**src/design/dcdt_pkg.sv**
```systemverilog
`default_nettype none
package dcdt_pkg;
  // chain clock divider
  localparam logic [7:0]  DIV_RESET      = 8'h0f;
  localparam logic [7:0]  DIV_MIN        = 8'h07;
  localparam logic [7:0]  DIV_LOW_SUM    = 8'h0e;   // low+high terminal counts at minimum
  // register byte offsets
  localparam logic [11:0] ADDR_CFG       = 12'h000;
  localparam logic [11:0] ADDR_DATA0     = 12'h004;
  localparam logic [11:0] ADDR_DATA1     = 12'h008;
  localparam logic [11:0] ADDR_DATA2     = 12'h00c;
  localparam logic [11:0] ADDR_RAMP      = 12'h010;
  localparam logic [11:0] ADDR_STAT      = 12'h014;
  // config fields
  localparam int          CFG_DIV_LSB    = 0;
  localparam int          CFG_CNT_LSB    = 8;
  localparam int          CFG_PERIODIC   = 10;
  localparam int          CFG_REFMUX     = 11;
  localparam logic [1:0]  CNT_RESET      = 2'h0;
  localparam logic [1:0]  CNT_FORBIDDEN  = 2'h3;
  // datagram shape
  localparam int          DGRAM_BITS     = 12;
  localparam logic [3:0]  BIT_TOP        = 4'hb;
  localparam logic [1:0]  LEAD_LAST      = 2'h1;
  localparam logic [1:0]  TRAIL_LAST     = 2'h1;
  localparam logic [1:0]  NXM_FAST_LAST  = 2'h1;
  localparam logic [1:0]  NXM_SLOW_LAST  = 2'h2;
  // periodic rate: one datagram per 2^15 units of sum(2^-prescaler)
  localparam int          RAMP_W         = 4;
  localparam logic [16:0] PER_UNIT       = 17'h08000;
  localparam int          PER_ACC_W      = 30;
  typedef enum logic [2:0] {ST_IDLE, ST_LEAD, ST_BITS, ST_NXM, ST_TRAIL} dcdt_state_t;
endpackage
`default_nettype wire

```
**src/design/dcdt_div_if.sv**
```systemverilog
`default_nettype none
interface dcdt_div_if;
  logic [7:0] divider;
  logic       run;
  logic       half_tick;
  modport ctrl (output divider, output run, input half_tick);
  modport div  (input divider, input run, output half_tick);
endinterface
`default_nettype wire

```
**src/design/dcdt_clkdiv.sv**
```systemverilog
`default_nettype none
module dcdt_clkdiv (
  // clock and reset
  input  wire logic clk_i,
  input  wire logic sys_rst_i,
  // divider control
  dcdt_div_if.div   div_if
);
  logic [7:0] cnt;
  logic       high_ph;
  logic [7:0] half_last;
  logic [7:0] gap;
  logic [7:0] prev_gap;

  // short settings stretch the low half so the period stays at minimum
  always_comb begin
    if (div_if.divider >= dcdt_pkg::DIV_MIN || high_ph) begin
      half_last = div_if.divider;
    end else begin
      half_last = dcdt_pkg::DIV_LOW_SUM - div_if.divider;
    end
  end

  // each half lasts divider plus one cycles, except the low half when divider is below 7
  // restart count and flip phase when cnt reaches half_last
  always_ff @(posedge clk_i or posedge sys_rst_i) begin
    if (sys_rst_i) begin
      cnt              <= 8'h00;
      high_ph          <= 1'b0;
      div_if.half_tick <= 1'b0;
    end else if (!div_if.run) begin
      cnt              <= 8'h00;
      high_ph          <= 1'b0;
      div_if.half_tick <= 1'b0;
    end else if (cnt == half_last) begin
      cnt              <= 8'h00;
      high_ph          <= ~high_ph;
      div_if.half_tick <= 1'b1;
    end else begin
      cnt              <= cnt + 8'h01;
      div_if.half_tick <= 1'b0;
    end
  end

  // helper: cycles between half ticks, for checking only
  always_ff @(posedge clk_i or posedge sys_rst_i) begin
    if (sys_rst_i) begin
      gap      <= 8'h00;
      prev_gap <= 8'h00;
    end else if (!div_if.run) begin
      gap      <= 8'h00;
      prev_gap <= 8'h00;
    end else if (div_if.half_tick) begin
      gap      <= 8'h01;
      prev_gap <= gap;
    end else begin
      gap      <= gap + 8'h01;
    end
  end

  property p_half_len;
    @(posedge clk_i) disable iff (sys_rst_i)
    (div_if.run && div_if.half_tick && prev_gap != 8'h00 && $stable(div_if.divider)
      && div_if.divider >= dcdt_pkg::DIV_MIN) |-> (gap == div_if.divider + 8'h01);
  endproperty
  a_half_len: assert property (p_half_len) else $error("half period not divider plus one");

  property p_short_period;
    @(posedge clk_i) disable iff (sys_rst_i)
    (div_if.run && div_if.half_tick && prev_gap != 8'h00 && $stable(div_if.divider)
      && div_if.divider < dcdt_pkg::DIV_MIN) |-> (gap + prev_gap == 8'h10);
  endproperty
  a_short_period: assert property (p_short_period) else $error("short divider period wrong");
endmodule
`default_nettype wire

```
**src/design/dcdt_top.sv**
```systemverilog
// Contract
// - eight-bit divider sets chain clock; legal range 7 to 255.
// - divider resets to 15.
// - below 7 the clock is no faster, only asymmetric.
// - chain clock equals system clock over two times divider plus one.
// - next-motor gap is one clock at 7, one and a half above.
// - frame is lead clock, bits plus gap per driver, trail clock.
// - two-bit driver count, codes 0..2 mean 1..3, code 3 forbidden.
// - by default datagrams go out only on demand.
// - on-demand mode sends nothing while all motors rest; a datagram register write still sends a frame.
// - on-demand mode samples multiplexed switches only during frames.
// - on-demand halt persists until the next datagram.
// - on-demand mode applies no current scaling at rest.
// - periodic mode keeps sending and sampling at rest.
// - periodic mode releases halt once the switch is inactive.
// - periodic mode scales current even at zero velocity.
// - periodic rate is clock times sum of 2^-prescaler over 32768.
// - chain select also steers the reference switch multiplexer.
//
// The APB register port and the register addresses were left to the implementer.
`default_nettype none
module dcdt_top (
  // clock and reset
  input  wire logic        clk_i,
  input  wire logic        sys_rst_i,
  // apb slave
  input  wire logic [11:0] paddr_i,
  input  wire logic        psel_i,
  input  wire logic        penable_i,
  input  wire logic        pwrite_i,
  input  wire logic [31:0] pwdata_i,
  output logic      [31:0] prdata_o,
  output logic             pready_o,
  output logic             pslverr_o,
  // motion core
  input  wire logic [2:0]  motor_active_i,
  output logic      [2:0]  motor_halt_o,
  output logic             current_scale_en_o,
  // reference switch pins
  input  wire logic [2:0]  ref_i,
  // driver chain
  output logic             chain_sck_o,
  output logic             chain_sel_n_o,
  output logic             chain_sdo_o
);
  dcdt_div_if div_if ();

  localparam int PER_ACC_W_L = dcdt_pkg::PER_ACC_W;
  logic [7:0]              chain_clock_divider;
  logic [1:0]              chain_driver_count;
  logic                    periodic;
  logic                    refmux;
  logic [11:0]             dgram [3];
  logic [3:0]              ramp_div [3];
  logic                    send_pend;
  logic                    per_pend;
  logic                    per_tick;
  logic [PER_ACC_W_L-1:0]  per_acc;
  logic [2:0]              ref_meta;
  logic [2:0]              ref_sync;
  logic [2:0]              left_sw;
  logic [2:0]              right_sw;
  dcdt_pkg::dcdt_state_t   state;
  logic [1:0]              half_cnt;
  logic [3:0]              bit_idx;
  logic [1:0]              drv_idx;
  logic                    start;
  logic                    frame_end;
  logic                    wr_acc;
  logic                    rd_acc;
  logic [1:0]              nxm_last;
  logic [16:0]             per_inc;
  logic [PER_ACC_W_L:0]    per_sum;
  logic [31:0]             next_rdata;
  logic                    next_err;
  logic [9:0]              halves_seen;
  logic [9:0]              halves_want;

  dcdt_clkdiv u_clkdiv (
    .clk_i     (clk_i),
    .sys_rst_i (sys_rst_i),
    .div_if    (div_if)
  );

  assign div_if.divider = chain_clock_divider;
  assign div_if.run     = (state != dcdt_pkg::ST_IDLE);

  // one wait state: answer on the edge after setup plus one access cycle
  assign wr_acc = psel_i && penable_i && pready_o && pwrite_i;
  assign rd_acc = psel_i && penable_i && !pready_o && !pwrite_i;

  // read mux, decoded while the access phase waits
  always_comb begin
    next_rdata = 32'h0000_0000;
    next_err   = 1'b0;
    if (paddr_i == dcdt_pkg::ADDR_CFG) begin
      next_rdata[dcdt_pkg::CFG_DIV_LSB +: 8] = chain_clock_divider;
      next_rdata[dcdt_pkg::CFG_CNT_LSB +: 2] = chain_driver_count;
      next_rdata[dcdt_pkg::CFG_PERIODIC]     = periodic;
      next_rdata[dcdt_pkg::CFG_REFMUX]       = refmux;
    end else if (paddr_i == dcdt_pkg::ADDR_DATA0) begin
      next_rdata[11:0] = dgram[0];
    end else if (paddr_i == dcdt_pkg::ADDR_DATA1) begin
      next_rdata[11:0] = dgram[1];
    end else if (paddr_i == dcdt_pkg::ADDR_DATA2) begin
      next_rdata[11:0] = dgram[2];
    end else if (paddr_i == dcdt_pkg::ADDR_RAMP) begin
      next_rdata[11:0] = {ramp_div[2], ramp_div[1], ramp_div[0]};
    end else if (paddr_i == dcdt_pkg::ADDR_STAT) begin
      next_rdata[10:0] = {current_scale_en_o, right_sw, left_sw, motor_halt_o,
                          (state != dcdt_pkg::ST_IDLE)};
    end else begin
      next_err = 1'b1;
    end
  end

  // apb handshake and read data
  always_ff @(posedge clk_i or posedge sys_rst_i) begin
    if (sys_rst_i) begin
      pready_o  <= 1'b0;
      pslverr_o <= 1'b0;
      prdata_o  <= 32'h0000_0000;
    end else begin
      pready_o  <= psel_i && penable_i && !pready_o;
      pslverr_o <= psel_i && penable_i && !pready_o && next_err;
      if (rd_acc) begin
        prdata_o <= next_rdata;
      end
    end
  end

  // configuration writes
  always_ff @(posedge clk_i or posedge sys_rst_i) begin
    if (sys_rst_i) begin
      chain_clock_divider <= dcdt_pkg::DIV_RESET;
      chain_driver_count  <= dcdt_pkg::CNT_RESET;
      periodic            <= 1'b0;
      refmux              <= 1'b0;
      ramp_div            <= '{default: 4'h0};
    end else if (wr_acc) begin
      if (paddr_i == dcdt_pkg::ADDR_CFG) begin
        // full eight-bit divider, any value kept
        chain_clock_divider <= pwdata_i[dcdt_pkg::CFG_DIV_LSB +: 8];
        // forbidden count code is dropped, old count stays
        if (pwdata_i[dcdt_pkg::CFG_CNT_LSB +: 2] != dcdt_pkg::CNT_FORBIDDEN) begin
          chain_driver_count <= pwdata_i[dcdt_pkg::CFG_CNT_LSB +: 2];
        end
        periodic <= pwdata_i[dcdt_pkg::CFG_PERIODIC];
        refmux   <= pwdata_i[dcdt_pkg::CFG_REFMUX];
      end else if (paddr_i == dcdt_pkg::ADDR_RAMP) begin
        ramp_div[0] <= pwdata_i[3:0];
        ramp_div[1] <= pwdata_i[7:4];
        ramp_div[2] <= pwdata_i[11:8];
      end
    end
  end

  // datagram words; a write asks for one transfer
  always_ff @(posedge clk_i or posedge sys_rst_i) begin
    if (sys_rst_i) begin
      dgram     <= '{default: 12'h000};
      send_pend <= 1'b0;
    end else begin
      if (wr_acc && paddr_i == dcdt_pkg::ADDR_DATA0) begin
        dgram[0] <= pwdata_i[11:0];
      end else if (wr_acc && paddr_i == dcdt_pkg::ADDR_DATA1) begin
        dgram[1] <= pwdata_i[11:0];
      end else if (wr_acc && paddr_i == dcdt_pkg::ADDR_DATA2) begin
        dgram[2] <= pwdata_i[11:0];
      end
      // set wins over the clear taken by a frame start
      if (wr_acc && (paddr_i == dcdt_pkg::ADDR_DATA0 || paddr_i == dcdt_pkg::ADDR_DATA1
                     || paddr_i == dcdt_pkg::ADDR_DATA2)) begin
        send_pend <= 1'b1;
      end else if (start) begin
        send_pend <= 1'b0;
      end
    end
  end

  // rate accumulator, increment is 2^15 times sum of 2^-prescaler
  always_comb begin
    per_inc = (dcdt_pkg::PER_UNIT >> ramp_div[0]) + (dcdt_pkg::PER_UNIT >> ramp_div[1])
            + (dcdt_pkg::PER_UNIT >> ramp_div[2]);
    per_sum = {1'b0, per_acc} + (PER_ACC_W_L + 1)'(per_inc);
  end

  always_ff @(posedge clk_i or posedge sys_rst_i) begin
    if (sys_rst_i) begin
      per_acc  <= '0;
      per_tick <= 1'b0;
      per_pend <= 1'b0;
    end else if (!periodic) begin
      // on-demand is the reset mode, no schedule runs
      per_acc  <= '0;
      per_tick <= 1'b0;
      per_pend <= 1'b0;
    end else begin
      per_acc  <= per_sum[PER_ACC_W_L-1:0];
      per_tick <= per_sum[PER_ACC_W_L];
      // ticks keep coming while motors rest
      if (per_tick) begin
        per_pend <= 1'b1;
      end else if (start) begin
        per_pend <= 1'b0;
      end
    end
  end

  // nothing starts at rest unless software wrote or the schedule ticked
  // a tick still pending when periodic mode is switched off is dropped
  assign start     = (state == dcdt_pkg::ST_IDLE)
                     && (send_pend || (periodic && per_pend) || (|motor_active_i));
  assign frame_end = (state == dcdt_pkg::ST_TRAIL) && div_if.half_tick
                     && (half_cnt == dcdt_pkg::TRAIL_LAST);
  // gap is two halves at the minimum divider, three above it
  assign nxm_last  = (chain_clock_divider > dcdt_pkg::DIV_MIN) ? dcdt_pkg::NXM_SLOW_LAST
                                                               : dcdt_pkg::NXM_FAST_LAST;

  // frame sequencer, one step per half clock
  always_ff @(posedge clk_i or posedge sys_rst_i) begin
    if (sys_rst_i) begin
      state         <= dcdt_pkg::ST_IDLE;
      half_cnt      <= 2'h0;
      bit_idx       <= dcdt_pkg::BIT_TOP;
      drv_idx       <= 2'h0;
      chain_sck_o   <= 1'b0;
      chain_sdo_o   <= 1'b0;
      chain_sel_n_o <= 1'b1;
    end else if (start) begin
      state         <= dcdt_pkg::ST_LEAD;
      half_cnt      <= 2'h0;
      bit_idx       <= dcdt_pkg::BIT_TOP;
      drv_idx       <= chain_driver_count;
      chain_sel_n_o <= 1'b0;
    end else if (div_if.half_tick) begin
      case (state)
        dcdt_pkg::ST_LEAD: begin
          if (half_cnt == dcdt_pkg::LEAD_LAST) begin
            state       <= dcdt_pkg::ST_BITS;
            half_cnt    <= 2'h0;
            chain_sdo_o <= dgram[drv_idx][bit_idx];
          end else begin
            half_cnt <= half_cnt + 2'h1;
          end
        end
        dcdt_pkg::ST_BITS: begin
          if (half_cnt == 2'h0) begin
            half_cnt    <= 2'h1;
            chain_sck_o <= 1'b1;
          end else begin
            half_cnt    <= 2'h0;
            chain_sck_o <= 1'b0;
            if (bit_idx == 4'h0) begin
              state       <= dcdt_pkg::ST_NXM;
              chain_sdo_o <= 1'b0;
            end else begin
              bit_idx     <= bit_idx - 4'h1;
              chain_sdo_o <= dgram[drv_idx][bit_idx - 4'h1];
            end
          end
        end
        dcdt_pkg::ST_NXM: begin
          if (half_cnt != nxm_last) begin
            half_cnt <= half_cnt + 2'h1;
          end else if (drv_idx == 2'h0) begin
            state    <= dcdt_pkg::ST_TRAIL;
            half_cnt <= 2'h0;
          end else begin
            state       <= dcdt_pkg::ST_BITS;
            half_cnt    <= 2'h0;
            drv_idx     <= drv_idx - 2'h1;
            bit_idx     <= dcdt_pkg::BIT_TOP;
            chain_sdo_o <= dgram[drv_idx - 2'h1][dcdt_pkg::BIT_TOP];
          end
        end
        dcdt_pkg::ST_TRAIL: begin
          if (half_cnt == dcdt_pkg::TRAIL_LAST) begin
            state         <= dcdt_pkg::ST_IDLE;
            chain_sel_n_o <= 1'b1;
          end else begin
            half_cnt <= half_cnt + 2'h1;
          end
        end
        default: begin
          state <= dcdt_pkg::ST_IDLE;
        end
      endcase
    end
  end

  // switch pins are asynchronous: two flops before use
  always_ff @(posedge clk_i or posedge sys_rst_i) begin
    if (sys_rst_i) begin
      ref_meta <= 3'h0;
      ref_sync <= 3'h0;
    end else begin
      ref_meta <= ref_i;
      ref_sync <= ref_meta;
    end
  end

  // select idle steers mux to left switches, select active to right
  // switches are caught only at frame start and frame end
  // halt only moves at frame end
  always_ff @(posedge clk_i or posedge sys_rst_i) begin
    if (sys_rst_i) begin
      left_sw      <= 3'h0;
      right_sw     <= 3'h0;
      motor_halt_o <= 3'h0;
    end else if (start) begin
      left_sw <= ref_sync;
    end else if (frame_end) begin
      if (refmux) begin
        right_sw     <= ref_sync;
        // the halt releases at this frame only when both left and right switches are clear
        motor_halt_o <= left_sw | ref_sync;
      end else begin
        left_sw      <= ref_sync;
        motor_halt_o <= ref_sync;
      end
    end
  end

  // scaling only while moving unless periodic mode is on
  // periodic mode keeps scaling at zero velocity
  always_ff @(posedge clk_i or posedge sys_rst_i) begin
    if (sys_rst_i) begin
      current_scale_en_o <= 1'b0;
    end else begin
      current_scale_en_o <= periodic || (|motor_active_i);
    end
  end

  // helper: half ticks seen in a frame against the expected length
  always_comb begin
    halves_want = 10'h004 + (10'(chain_driver_count) + 10'h001)
                * (10'h018 + 10'(nxm_last) + 10'h001);
  end

  always_ff @(posedge clk_i or posedge sys_rst_i) begin
    if (sys_rst_i) begin
      halves_seen <= 10'h000;
    end else if (start) begin
      halves_seen <= 10'h000;
    end else if (div_if.half_tick) begin
      halves_seen <= halves_seen + 10'h001;
    end
  end

  property p_div_reset;
    @(posedge clk_i) disable iff (sys_rst_i)
    $past(sys_rst_i) |-> (chain_clock_divider == 8'h0f);
  endproperty
  a_div_reset: assert property (p_div_reset) else $error("divider not 15 after reset");

  property p_forbidden_count;
    @(posedge clk_i) disable iff (sys_rst_i)
    (wr_acc && paddr_i == dcdt_pkg::ADDR_CFG && pwdata_i[9:8] == 2'h3)
      |=> (chain_driver_count == $past(chain_driver_count));
  endproperty
  a_forbidden_count: assert property (p_forbidden_count) else $error("count 3 was stored");

  property p_rest_silent;
    @(posedge clk_i) disable iff (sys_rst_i)
    (state == dcdt_pkg::ST_IDLE && !periodic && !send_pend && motor_active_i == 3'h0)
      |=> chain_sel_n_o;
  endproperty
  a_rest_silent: assert property (p_rest_silent) else $error("frame sent at rest");

  property p_periodic_send;
    @(posedge clk_i) disable iff (sys_rst_i)
    (periodic && per_tick && state == dcdt_pkg::ST_IDLE) |-> ##[1:2] !chain_sel_n_o;
  endproperty
  a_periodic_send: assert property (p_periodic_send) else $error("periodic tick not sent");

  property p_frame_len;
    @(posedge clk_i) disable iff (sys_rst_i)
    frame_end && $stable(chain_clock_divider) |-> (halves_seen + 10'h001 == halves_want);
  endproperty
  a_frame_len: assert property (p_frame_len) else $error("frame length wrong");

  property p_halt_hold;
    @(posedge clk_i) disable iff (sys_rst_i)
    (!frame_end && !periodic) |=> $stable(motor_halt_o);
  endproperty
  a_halt_hold: assert property (p_halt_hold) else $error("halt changed outside frame");

  property p_no_scale;
    @(posedge clk_i) disable iff (sys_rst_i)
    (!periodic && motor_active_i == 3'h0) ##1 (!periodic && motor_active_i == 3'h0)
      |-> !current_scale_en_o;
  endproperty
  a_no_scale: assert property (p_no_scale) else $error("scaling at rest");
endmodule
`default_nettype wire

```
**config.mk**
```make
export PLATFORM = sky130hd
export DESIGN_NAME = dcdt_top
export DESIGN_NICKNAME = d
export VERILOG_FILES = /design/src/design/dcdt_pkg.sv /design/src/design/dcdt_div_if.sv /design/src/design/dcdt_clkdiv.sv /design/src/design/dcdt_top.sv
export SDC_FILE = /design/constraint.sdc
export NUM_CORES = 1
export LEC_CHECK = 0
export ABC_AREA = 0
export BUFFER_PORTS_ARGS = -buffer_cell sky130_fd_sc_hd__buf_2
export CAP_MARGIN = 20
export CORE_MARGIN = 3
export CORE_UTILIZATION = 50
export CTS_CLUSTER_SIZE = 30
export DETAILED_ROUTE_END_ITERATION = 8
export PLACE_DENSITY = 0.78
export RECOVER_POWER = 50
export SLEW_MARGIN = 20
export SYNTH_ARGS = -nofsm -noshare
export SYNTH_HDL_FRONTEND = slang
export SYNTH_HIERARCHICAL = 1
export SYNTH_SLANG_ARGS = --single-unit
```
**constraint.sdc**
```tcl
create_clock -name clk_i -period 7.2 [get_ports clk_i]
set_clock_uncertainty 0.2 [all_clocks]
set_input_delay 2.16 -clock clk_i [delete_from_list [all_inputs] [get_ports clk_i]]
set_output_delay 2.16 -clock clk_i [all_outputs]
set_load 0.005 [all_outputs]
```
### Yosys cells after proc, flatten, opt, wreduce, memory -nomap -nowiden

Cells that the tools add are included.

| word-level totals | value |
|---|---|
| bits in registers | 147 |
| bits of input ports | 55 |
| output and inout port bits | 41 |

| operators by class | value |
|---|---|
| $add $sub $neg | 8 |
| $lt $le $gt $ge | 6 |
| equal/unequal tests | 30 |
| shifts and indexed selects | 3 |
| mux-type cells | 80 |
| bitwise operators | 8 |
| reduce and logical (&&, ||, !) cells | 53 |

Operators by type and width:

| kind | count |
|---|---|
| $mux 12 | 8 |
| $shr 16x4->17 const A | 3 |
| $bmux 12 s2 | 2 |
| $mux 3 | 12 |
| $add 17x17->17 | 2 |
| $add 30x17->31 | 1 |
| $mux 30 | 1 |
| $mux 1 | 29 |
| $eq 12x4->1 const B | 2 |
| $eq 12x5->1 const B | 2 |
| $mux 4 | 6 |
| $mux 8 | 3 |
| $mux 11 | 2 |
| $mux 2 | 11 |
| $ne 3x3->1 const B | 7 |
| $reduce_and 3->1 | 7 |
| $ne 2x2->1 const B | 8 |
| $logic_and 1x1->1 | 14 |
| $eq 12x3->1 const B | 1 |
| $logic_not 12->1 | 1 |
| $pmux 3 s4 | 1 |
| $reduce_and 6->1 | 2 |
| $reduce_bool 2->1 | 6 |
| $lt 4x5->1 const B | 2 |
| 35 further kinds | 55 |

### Logic depth before layout (Yosys ltp)

Gate-level depths: netlist of the first run.

| logic depth | value |
|---|---|
| depth after elaboration | 9 |
| mapped depth | 22 |
| depth with buffers taken out | 21 |

### By module

The synthesis of the first run kept the hierarchy.

Modules (own cells, without submodules):

| module | times used | cells an instance | area each (um^2) | sequential area each (um^2) |
|---|---|---|---|---|
| dcdt_top | 1 | 948 | 9044.9 | 3438.3 |
| dcdt_clkdiv | 1 | 65 | 686.9 | 250.2 |

### Least setup slack after synthesis of the first run

No wires, ideal clock.

| timing | value |
|---|---|
| path type | register to register |
| start | register ramp_div[11] (netlist bit) |
| end | register per_acc[28] |
| library setup time | 0.136 ns |
| arrival | 4.670 ns |
| data required time | 6.864 ns |
| path slack | 2.193 ns |
| stages on the path, launching flop included | 22 |
| buffers on the path | 1 |
| clock period less this slack | 5.007 ns |
| cell sequence | dfrtp_1 > clkbuf_1 > nor2b_1 > nand3_1 > fa_1 > inv_1 > ha_1 > fa_1 > a21o_1 > a21o_1 > a21oi_1 > nor2_1 > nor2_1 > xnor2_1 > ha_1 > a211o_1 > a211oi_1 > nor2_1 > a311o_1 > a41oi_1 > or4_1 > a21oi_1 |

| between the ends | value |
|---|---|
| word-level cells in the longest chain between the ends | 5 |

RTL lines:

| what | line | RTL |
|---|---|---|
| from (decl) | dcdt_top.sv:54 | `logic [3:0] ramp_div [3];` |
| $shr 16x4->17 | dcdt_top.sv:183 | `per_inc = (dcdt_pkg::PER_UNIT >> ramp_div[0]) + (dcdt_pkg::PER_UNIT >> ramp_div[1])` |
| $add 17x17->17 | dcdt_top.sv:183 |  |
| $add 17x17->17 | dcdt_top.sv:184 | `+ (dcdt_pkg::PER_UNIT >> ramp_div[2]);` |
| $add 30x17->31 | dcdt_top.sv:185 | `per_sum = {1'b0, per_acc} + (PER_ACC_W_L + 1)'(per_inc);` |
| $mux 30 | dcdt_top.sv:193 | `end else if (!periodic) begin` |
| to (signal assigned) | dcdt_top.sv:199 | `per_acc <= per_sum[PER_ACC_W_L-1:0];` |
| to (decl) | dcdt_top.sv:58 | `logic [PER_ACC_W_L-1:0] per_acc;` |

Every way passes these cells.
A chain may end at the register's enable or synchronous reset.

### Worst setup path after layout of the first run

| timing | value |
|---|---|
| start | register ramp_div[7] (netlist bit) |
| end | register per_acc[20] |

The elaborated chain is that of the path after synthesis.

==> flow_summary.yaml, run 1 <==
outcome:
  outcome: "finished with violations"
  violations: "max-capacitance violations, max-slew violations"
clock_network:
  clock-root-buffer: "clkbuf_16"
  htreeDepth: 4
  cts_resized: 0
  cts-buffers-inserted: 17
  tritoncts: "done"
  clk_pin_slew_ns: 0.07
  clk_latency_ns: 0.43
  postCtsHoldBufs: 0
  postCtsSetupRepairBufs: 0
  clk_path_buf_depth: 2
  clock-sinks: 147
final_layout:
  fin_util_pct: 56.1
  nets: 1159
  antennaDiodeCount: 0
  drive_gt1_share_pct: 16.0
  area_growth_pct: 8.97
global_routing:
  grt_pass1_wl_um: 38200
  grt_pass1_vias: 7560
  grt_overflow: 0
  grt_util_all_layers_pct: 21.9
  grt_start_max_net_pins: 94
  antenna_found_initial: 0
critical_path:
  worstSetupPathType: "flip-flop to flip-flop"
  worstPathMaxFanout: 9
  crit_required_ns: 7.33
  start_kind: "flip-flop"
  cpMaxStageDelayCell: "fa_1"
  cp_slowest_stage_delay_ns: 0.53
  path_buf_inv: 1
  cp_top_family: "compound AO/OA/AOI/OAI gates"
  crit_chain: "nor2b_1 -> nand3_1 -> fa_1 -> inv_1 -> ha_1 -> fa_1 -> a21o_1 -> a21o_1 -> a21oi_1 -> nor2_1 -> nor2_1 -> xnor2_1 -> ha_1 -> a211o_1 -> a211oi_1 -> nor2_1 -> a311o_1 -> a41oi_1 -> o21ai_0 -> a21oi_1"
  cp_data_arrival_time_ns: 5.73
  cp-end-kind: "flip-flop"
  cpMostUsedCell: "nor2_1"
detailed_routing:
  vias: 7670
  dr.pass1.iters: 7
  drtIter0Drc: 680
  antenna_left: 0
  wl_um: 23100
  drc: 0
  wire_per_inst_um: 17.5
  via_per_inst: 5.83
logic_synthesis:
  synth-seq-cells: 147
  synth_cells: 1013
  ys.flop_type: "dfrtp_1"
  synth.cell_area_um2: 9730
  async_flop_share_pct: 100
  avgSynthCellArea_um2: 9.61
  synth-edff-count: 0
  yosysSeqAreaShare_pct: 37.9
  yosysWarnings: 6
  ys_types: 77
power_and_ir_drop:
  cellPowerDensity_nw_per_um2: 236
  power.leakage_nw: 5.26
  ir_drop_mv: 0.158
sta:
  post-route-period-util_pct: 77.8
  maxSlewHeadroom_pct: -140
  worst_pin_slew_ns: 3.59
  slew_viol_final: 94
  period_needed_ns: 5.60
  max_freq_mhz: 179
  hold_viol_final: 0
  fin_tns_setup_ns: 0
  rsz0062_at_grt: "no"
  setup_violations: 0
die:
  coreArea_um2: 18900
  dieArea_um2: 21200
  ios: 96
  start_util_pct: 51.5
  rows: 50
  die_y_um: 146
  die_x_um: 146
place:
  hpwl_um: 16800
  port_buffers: 55
  globalplace.congestion: 0.891
flow_run:
  drv_cap: 1
min_path:
  worstHoldPathType: "flip-flop to flip-flop"
-- final cells by class --
cell class,count,area (µm²)
clock inverter,13,118
inverter,56,210
multi-input combinational,764,5540
fill,1691,8290
clock buffer,19,453
timing repair buffer,56,272
sequential,147,3690
tap,260,325
-- power by group --
group | internal, mW | total, mW | switching [mW]
registers | 0.913 | 1.06 | 0.142
clock network | 0.471 | 0.860 | 0.389
logic | 0.252 | 0.591 | 0.338
total | 1.64 | 2.51 | 0.869
-- state kept, by name, indices dropped and copies added, names as in the netlist, 3 cells and up --
register,flops
ref_meta,3
ramp_div,12
bit_idx,4
per_acc,30
left_sw,3
ref_sync,3
right_sw,3
dgram,36
chain_clock_divider,8
prdata_o,12
motor_halt_o,3
u_clkdiv/cnt,8
state,3
-- worst paths after layout --
check                                         from                                  end  slack (ns)  depth (start not counted)
setup / recovery           ramp_div[7]$_DFFE_PP0P_                per_acc[20]$_DFF_PP0_        1.60                         20
hold / removal               ref_meta[2]$_DFF_PP0_                ref_sync[2]$_DFF_PP0_        0.15                          0
setup reg to reg           ramp_div[7]$_DFFE_PP0P_                per_acc[20]$_DFF_PP0_        1.60                         20
hold reg to reg              ref_meta[2]$_DFF_PP0_                ref_sync[2]$_DFF_PP0_        0.15                          0
max in group asynchronous                sys_rst_i                dgram[26]$_DFFE_PP0P_        1.89                          3
min in group asynchronous                sys_rst_i  u_clkdiv/div_if.half_tick$_DFF_PP0_        1.50                          2
-- per-layer routing --
| metal | track usage (%) | wire, µm | vias to the layer above |
|---|---|---|---|
| li1 | - | - | 3605 |
| met1 | 31.1 | 10500 | 3755 |
| met2 | 34.5 | 10700 | 267 |
| met3 | 4.08 | 1500 | 43 |
| met4 | 6.51 | 403 | 0 |
| met5 | 0 | 0 | - |
-- worst register-to-register path, cell delays in order, from the launching register on --
cell	delay (ns)
dfrtp_1	0.49
nor2b_1	0.32
nand3_1	0.20
fa_1	0.53
inv_1	0.04
ha_1	0.21
fa_1	0.41
a21o_1	0.18
a21o_1	0.22
a21oi_1	0.20
nor2_1	0.09
nor2_1	0.13
xnor2_1	0.17
ha_1	0.32
a211o_1	0.33
a211oi_1	0.24
nor2_1	0.08
a311o_1	0.35
a41oi_1	0.48
o21ai_0	0.17
a21oi_1	0.14
-- kinds of logic (layout without fill, tap and decap cells) --
| family | after synthesis | in the layout | share of synthesized area (%) |
|---|---|---|---|
| other | 1 | 20 | 0.0385 |
| multiplexers | 101 | 101 | 12.1 |
| flip-flops | 147 | 147 | 37.9 |
| buffers and inverters | 121 | 144 | 5.72 |
| AND/OR/NAND/NOR | 334 | 334 | 16.2 |
| adder cells (fa/ha/maj) | 62 | 62 | 9.36 |
| AO/OA/AOI/OAI | 201 | 201 | 14.4 |
| XOR/XNOR | 46 | 46 | 4.22 |
-- synth_stat cells (6+ instances only) --
cell / count / area [µm²]
fa_1: 18 / 360
nand2_1: 102 / 383
ha_1: 44 / 551
mux2_4: 8 / 120
nor3_1: 15 / 75.1
nor2b_1: 19 / 119
inv_1: 54 / 203
nand3_1: 37 / 185
o31ai_1: 17 / 128
a31oi_1: 6 / 37.5
dfstp_2: 8 / 210
or3_1: 8 / 50.1
mux2i_1: 34 / 340
buf_4: 20 / 150
o22ai_1: 8 / 50.1
o21ai_0: 27 / 135
a21o_1: 15 / 113
nor2_1: 99 / 372
a211o_1: 7 / 61.3
o2bb2ai_1: 7 / 61.3
mux2_2: 54 / 608
nand2b_1: 14 / 87.6
xnor2_1: 24 / 210
nand4_1: 7 / 43.8
dfrtp_1: 139 / 3480
a221oi_1: 11 / 96.3
clkbuf_1: 38 / 143
xor2_1: 21 / 184
a211oi_1: 18 / 135
a21oi_1: 47 / 235
-- per-stage QoR --
stage	worst slack, ns	area (µm²)	instances	power, mW	hold slack (ns)
finish	1.60	10600	1315	2.51	0.148
global route	1.16	10600	1315	2.64	0.154
CTS	1.61	10600	1315	2.52	0.150
detailed placement	1.64	10100	1283	1.66	0.135
global placement	1.71	10100	1283	1.64	0.132
floorplan	1.19	9800	1032	1.52	0.131
-- placed cells by master, fill, tap and decap left out, types with 8 or more instances in the layout --
cell type  Yosys  final
a21o_1        15     15
mux2_2        54     54
dfrtp_1      139    139
mux2i_1       34     34
nand2b_1      14     14
a21oi_1       47     47
nor2_1        99     99
nand2_1      102    102
buf_2          4     46
xnor2_1       24     24
o21ai_0       27     27
a221oi_1      11     11
mux2_4         8      8
fa_1          18     18
o31ai_1       17     18
o22ai_1        8      8
inv_1         54     54
conb_1         1     20
ha_1          44     44
nor2b_1       19     17
clkbuf_16      0     17
xor2_1        21     21
nand3_1       37     37
a211oi_1      18     19
nor3_1        15     15
or3_1          8      9
clkbuf_1      38      9
Note: power is estimated with default switching activity, not from simulation.
==> run 2, diff against run 1 <==
--- a/config.mk
+++ b/config.mk
@@ -12,7 +12,7 @@
 export CORE_UTILIZATION = 50
 export CTS_CLUSTER_SIZE = 30
 export DETAILED_ROUTE_END_ITERATION = 8
-export PLACE_DENSITY = 0.78
+export PLACE_DENSITY = 0.81
 export RECOVER_POWER = 50
 export SLEW_MARGIN = 20
 export SYNTH_ARGS = -nofsm -noshare
==> constraint.sdc (replaced) <==
create_clock -name clk_i -period 4.94 [get_ports clk_i]
set_clock_uncertainty 0.2 [all_clocks]
set_input_delay 1.482 -clock clk_i [delete_from_list [all_inputs] [get_ports clk_i]]
set_output_delay 1.482 -clock clk_i [all_outputs]
set_load 0.005 [all_outputs]
==> run 2 against run 1 <==
Against the previous run: the run still ends with max-capacitance violations, max-slew violations left; first-iteration DRC count increased by 9.9%; clock power increased by 50%; setup slack lost 1.5 ns; wire length grew 7.6%; hold slack worse by 0.00093 ns; critical path depth is 1 lower; register-to-register slack worse by 1.5 ns; combinational power grew 59%; fmax rose by 15%; clock-buffer cell count unchanged; sequential power is 46% higher; highest routed layer unchanged.
==> flow_summary.yaml, run 2 (synthesis gave the netlist of run 1 again) <==
global_routing:
  grt_util_all_layers_pct: 22.2
  grt_pass1_vias: 7682
  antenna_found_initial: 0
  grt_start_max_net_pins: 57
  grt_pass1_wl_um: 38700
  grt_overflow: 0
clock_network:
  htreeDepth: 4
  postCtsHoldBufs: 0
  clock-root-buffer: "clkbuf_16"
  cts-buffers-inserted: 17
  clk_pin_slew_ns: 0.07
  clk_path_buf_depth: 2
  clk_latency_ns: 0.43
  tritoncts: "done"
  clock-sinks: 147
final_layout:
  mostFrequentLayoutCells: "136 x dfrtp_1, 99 x nand2_1, 91 x nor2_1"
  top_regs: "dgram x36, per_acc x30"
  fillers: 1455
  largest_reg_flops: 36
  regMostFlops: "dgram"
  antennaDiodeCount: 0
  area_growth_pct: 18.6
  final_common_cell: "dfrtp_1"
  drive_gt1_share_pct: 28.2
  stdcell_area_um2: 11500
  nets: 1227
sta:
  maxSlewHeadroom_pct: -30.9
  max_freq_mhz: 205
  period_needed_ns: 4.88
  setup_violations: 0
  hold_viol_final: 0
  worst_pin_slew_ns: 1.95
  rsz0062_at_grt: "yes"
  slew_viol_final: 41
  fin_tns_setup_ns: 0
  final.setup.worst_slack_ns: 0.0639
  post-route-period-util_pct: 98.7
min_path:
  min_path_cells: 0
  min_to: "ref_sync[0]$_DFF_PP0_"
  worstHoldPathType: "flip-flop to flip-flop"
  hold_path.startpoint: "ref_meta[0]$_DFF_PP0_"
critical_path:
  worstSetupPathType: "flip-flop to flip-flop"
  cp-end-kind: "flip-flop"
  crit_chain: "buf_4 -> nor2_2 -> nand3_2 -> fa_1 -> inv_1 -> ha_1 -> buf_4 -> nor3_2 -> a211o_1 -> nor2_1 -> nor2_1 -> xnor2_1 -> ha_1 -> nand2_1 -> nor2_4 -> a311o_1 -> a41oi_4 -> or4_1 -> a21oi_1"
  start_kind: "flip-flop"
  cp_data_arrival_time_ns: 5.01
  crit_required_ns: 5.08
  reg2reg_slack_ns: 0.06
  reg2reg_depth: 19
  cp_slowest_stage_delay_ns: 0.55
  cpMaxStageDelayCell: "fa_1"
  cp_top_family: "simple AND/OR/NAND/NOR gates"
  timing.rr.end: "per_acc[28]$_DFF_PP0_"
  r2r_start: "ramp_div[8]$_DFFE_PP0P_"
  worstPathMaxFanout: 8
  cp_num_cells: 19
  path_buf_inv: 3
power_and_ir_drop:
  ir_drop_mv: 0.225
  power.total_mw: 3.77
  cellPowerDensity_nw_per_um2: 327
  power.leakage_nw: 5.72
detailed_routing:
  wl_um: 24800
  vias: 8186
  via_per_inst: 5.92
  dr.pass1.iters: 5
  drc: 0
  wire_per_inst_um: 17.9
  drtIter0Drc: 747
  antenna_left: 0
place:
  placed_area_um2: 10500
  globalplace.congestion: 0.932
  pre_cts_slack_ns: -0.0823
  port_buffers: 55
  hpwl_um: 17400
die:
  die_x_um: 146
  dieArea_um2: 21200
  rows: 50
  start_util_pct: 51.5
  coreArea_um2: 18900
  ios: 96
  die_y_um: 146
flow_run:
  drv_cap: 1
outcome:
  outcome: "finished with violations"
  violations: "max-capacitance violations, max-slew violations"
[run 2: cell count changes in the layout (fill, tap and decap cells not counted), sizes merged]
cell | previous run | this run
clkbuf | 28 | 21
buf | 47 | 122
inv | 60 | 61
clkinvlp | 2 | 3
bufinv | 0 | 1
clkinv | 7 | 4
[run 2: routing by layer]
| metal | vias to the layer above | global-route usage (%) | part of all wire, % | routed length [µm] |
|---|---|---|---|---|
| li1 | 3748 | - | - | - |
| met2 | 365 | 35.1 | 48 | 11900 |
| met5 | - | 0 | 0 | 0 |
| met1 | 4011 | 31.3 | 43 | 10600 |
| met4 | 0 | 6.60 | 2.0 | 490 |
| met3 | 62 | 4.17 | 7.5 | 1860 |
[run 2: worst max-delay path by stage]
stage                                  start               endpoint  slack, ns
floorplan           ramp_div[11]$_DFFE_PP0P_  per_acc[28]$_DFF_PP0_       0.04
global placement     ramp_div[5]$_DFFE_PP0P_  per_acc[20]$_DFF_PP0_      -0.05
detailed placement   ramp_div[8]$_DFFE_PP0P_  per_acc[20]$_DFF_PP0_      -0.08
CTS                 ramp_div[10]$_DFFE_PP0P_  per_acc[26]$_DFF_PP0_      -0.02
global route         ramp_div[0]$_DFFE_PP0P_  per_acc[26]$_DFF_PP0_      -0.16
finish               ramp_div[8]$_DFFE_PP0P_  per_acc[28]$_DFF_PP0_       0.06
[run 2: report_power, final]
part / internal [mW] / switching, mW / total [mW] / leakage, nW
clock: 0.726 / 0.565 / 1.29 / 0.281
sequential: 1.33 / 0.215 / 1.55 / 1.95
combinational: 0.408 / 0.529 / 0.938 / 3.49
[run 2: worst register-to-register path, cell delays in order, from the launching register on]
cell     delay (ns)
dfrtp_1        0.40
buf_4          0.19
nor2_2         0.15
nand3_2        0.13
fa_1           0.55
inv_1          0.04
ha_1           0.37
buf_4          0.16
nor3_2         0.05
a211o_1        0.31
nor2_1         0.22
nor2_1         0.08
xnor2_1        0.14
ha_1           0.38
nand2_1        0.18
nor2_4         0.13
a311o_1        0.26
a41oi_4        0.19
or4_1          0.54
a21oi_1        0.13
[run 2: cell type report]
cell class                 count  area (µm²)  area share, %
tap                          260         325           2.82
sequential                   147        3690           32.0
clock inverter                13         140           1.21
inverter                      56         211           1.83
multi-input combinational    764        5900           51.1
timing repair buffer         124         831           7.20
clock buffer                  19         443           3.84
[run 2: timing repair]
item / in CTS / in global routing
pin swaps: 4 / 43
endpoints found under the setup margin: 12 / 16
buffers inserted: 6 / 5
gates resized for setup: 11 / 79
cloned: 0 / 0
[run 2: per-stage QoR]
step | std cells | hold WS, ns | utilization, %
finish | 1383 | 0.148 | 61.1
global route | 1383 | 0.159 | 61.1
CTS | 1378 | 0.150 | 59.3
detailed placement | 1340 | 0.135 | 55.7
global placement | 1340 | 0.133 | 55.7
floorplan | 1032 | 0.131 | -
==> run 3, diff against run 2 <==
--- a/config.mk
+++ b/config.mk
@@ -6,13 +6,14 @@
 export NUM_CORES = 1
 export LEC_CHECK = 0
 export ABC_AREA = 0
-export BUFFER_PORTS_ARGS = -buffer_cell sky130_fd_sc_hd__buf_2
 export CAP_MARGIN = 20
 export CORE_MARGIN = 3
 export CORE_UTILIZATION = 50
+export CTS_BUF_LIST = sky130_fd_sc_hd__clkbuf_8
 export CTS_CLUSTER_SIZE = 30
 export DETAILED_ROUTE_END_ITERATION = 8
-export PLACE_DENSITY = 0.81
+export DONT_BUFFER_PORTS = 1
+export PLACE_DENSITY = 0.77
 export RECOVER_POWER = 50
 export SLEW_MARGIN = 20
 export SYNTH_ARGS = -nofsm -noshare
==> run 3 against run 2 <==
Against the previous run: the run ends with max-capacitance violations, max-slew violations, negative setup slack left; largest power group unchanged; sequential share of layout area rose by 1.0 points; wire length fell by 4.9%; flip-flop and latch count did not move; global-route usage fell by 0.45 points; final area fell by 3.2%; total power fell by 9.8%; non-clock buffer count fell by 45; setup slack got worse by 0.075 ns; hold slack improved by 0.0060 ns; fmax fell by 1.5%.
==> flow_summary.yaml, run 3 (synthesis gave the netlist of run 1 again) <==
outcome:
  outcome: "finished with violations"
  violations: "max-capacitance violations, max-slew violations, negative setup slack"
critical_path:
  start_kind: "flip-flop"
  crit_chain: "nor2b_2 -> nand3_2 -> fa_1 -> inv_1 -> ha_2 -> fa_2 -> a21o_1 -> a21o_1 -> a21oi_2 -> nor2_2 -> nor2_2 -> xnor2_2 -> ha_1 -> a211o_1 -> a211oi_2 -> nor2_1 -> a311o_1 -> a41oi_4 -> or4_4 -> a21oi_2"
  reg2reg_depth: 20
  cpMaxStageDelayCell: "fa_1"
  cp_data_arrival_time_ns: 5.08
  r2r_start: "ramp_div[8]$_DFFE_PP0P_"
  reg2reg_slack_ns: -0.01
  cp-end-kind: "flip-flop"
  cp_slowest_stage_delay_ns: 0.54
  crit_required_ns: 5.07
  worstSetupPathType: "flip-flop to flip-flop"
  worstPathMaxFanout: 6
  timing.rr.end: "per_acc[28]$_DFF_PP0_"
final_layout:
  drive_gt1_share_pct: 25.3
  regMostFlops: "dgram"
  mostFrequentLayoutCells: "139 x dfrtp_1, 99 x nand2_1, 90 x nor2_1"
  final_common_cell: "dfrtp_1"
  nets: 1182
  area_growth_pct: 14.8
  fillers: 1536
  antennaDiodeCount: 0
  top_regs: "dgram x36, per_acc x30"
  largest_reg_flops: 36
min_path:
  hold_path.startpoint: "ref_meta[1]$_DFF_PP0_"
  min_path_cells: 0
  worstHoldPathType: "flip-flop to flip-flop"
  min_to: "ref_sync[1]$_DFF_PP0_"
die:
  die_y_um: 146
  dieArea_um2: 21200
  start_util_pct: 51.5
  rows: 50
  die_x_um: 146
  ios: 96
  coreArea_um2: 18900
power_and_ir_drop:
  power.total_mw: 3.40
  ir_drop_mv: 0.156
  power.leakage_nw: 5.44
  cellPowerDensity_nw_per_um2: 305
global_routing:
  antenna_found_initial: 0
  grt_overflow: 0
  grt_pass1_wl_um: 37700
  grt_pass1_vias: 7443
  grt_start_max_net_pins: 68
  grt_util_all_layers_pct: 21.7
sta:
  hold_viol_final: 0
  rsz0062_at_grt: "yes"
  setup_violations: 2
  slew_viol_final: 68
  final.setup.worst_slack_ns: -0.0114
  fin_tns_setup_ns: -0.0195
  post-route-period-util_pct: 100
  period_needed_ns: 4.95
  max_freq_mhz: 202
  worst_pin_slew_ns: 1.70
  maxSlewHeadroom_pct: -13.5
clock_network:
  clock-sinks: 147
  cts-buffers-inserted: 17
  clock-root-buffer: "clkbuf_8"
  clk_latency_ns: 0.47
  clk_path_buf_depth: 2
  clk_pin_slew_ns: 0.09
  tritoncts: "done"
  htreeDepth: 4
detailed_routing:
  drtIter0Drc: 552
  antenna_left: 0
  vias: 7760
  wl_um: 23600
  via_per_inst: 5.80
  drc: 0
  wire_per_inst_um: 17.6
  dr.pass1.iters: 5
place:
  globalplace.congestion: 0.922
  hpwl_um: 17100
  port_buffers: 0
flow_run:
  drv_cap: 1
## run 3: changes by cell type in the layout (fill, tap and decap cells not counted), sizes merged
| cell | previous run | this run |
|---|---|---|
| buf | 122 | 76 |
| clkinv | 4 | 6 |
| clkinvlp | 3 | 2 |
## run 3: routing by layer
| metal | global-route usage [%] | vias to the layer above | share of wire [%] |
|---|---|---|---|
| li1 | - | 3650 | - |
| met4 | 6.89 | 0 | 2.2 |
| met3 | 5.42 | 36 | 7.3 |
| met5 | 0 | - | 0 |
| met1 | 30.9 | 3822 | 45 |
| met2 | 32.9 | 252 | 45 |
## run 3: area by class of cell
type                    count  area, µm²  area share [%]
repair buffers             79        602            5.39
inverters                  56        211            1.89
clock inverters            14        163            1.46
clock buffers              18        248            2.22
flip-flops and latches    147       3690            33.0
well taps                 260        325            2.91
multi-input cells         764       5940            53.1
## run 3: how the worst max path moves through the flow
stage	from	to	slack, ns	cells past startpoint
final	ramp_div[8]$_DFFE_PP0P_	per_acc[28]$_DFF_PP0_	-0.01	20
after detailed placement	ramp_div[9]$_DFFE_PP0P_	per_acc[20]$_DFF_PP0_	-0.08	20
after global routing	ramp_div[5]$_DFFE_PP0P_	per_acc[28]$_DFF_PP0_	-0.20	20
after CTS	ramp_div[5]$_DFFE_PP0P_	per_acc[28]$_DFF_PP0_	0.006	20
after floorplan	ramp_div[11]$_DFFE_PP0P_	per_acc[28]$_DFF_PP0_	0.04	21
after global placement	ramp_div[9]$_DFFE_PP0P_	per_acc[28]$_DFF_PP0_	-0.02	20
## run 3: where the power goes
| part | leakage [nW] | internal, mW | total, mW | switching (mW) |
|---|---|---|---|---|
| Combinational | 3.28 | 0.389 | 0.890 | 0.500 |
| Clock | 0.205 | 0.437 | 0.976 | 0.539 |
| Sequential | 1.96 | 1.33 | 1.54 | 0.209 |
| Total | 5.44 | 2.16 | 3.40 | 1.25 |
## run 3: through the flow
stage / instance area, µm² / worst slack, ns / hold slack [ns] / utilization (%) / instances
after CTS: 10700 / 0.00592 / 0.156 / 56.7 / 1322
final: 11200 / -0.0114 / 0.154 / 59.1 / 1338
after global routing: 11200 / -0.198 / 0.169 / 59.1 / 1338
after floorplan: 9810 / 0.0353 / 0.131 / - / 1032
after detailed placement: 10300 / -0.0793 / 0.135 / 54.3 / 1287
after global placement: 10300 / -0.0246 / 0.133 / 54.3 / 1287
## run 3: critical path: cells and delay by family (launching register included)
family / cells / cell delay (ns)
xor gates and xnor gates: 1 / 0.14
and+or+nand+nor: 6 / 0.75
buffers and inverters: 1 / 0.04
AOI/OAI and AO/OA: 8 / 1.95
DFF: 1 / 0.41
adders and majority gates: 4 / 1.34
## run 3: timing repair
item                                    4_1_cts  5_1_grt
buffers inserted                              3       15
hold endpoints to repair                      0        0
pin swaps                                    10       49
hold buffers                                  0        0
endpoints found under the setup margin       10       16
gates resized for setup                       8       83
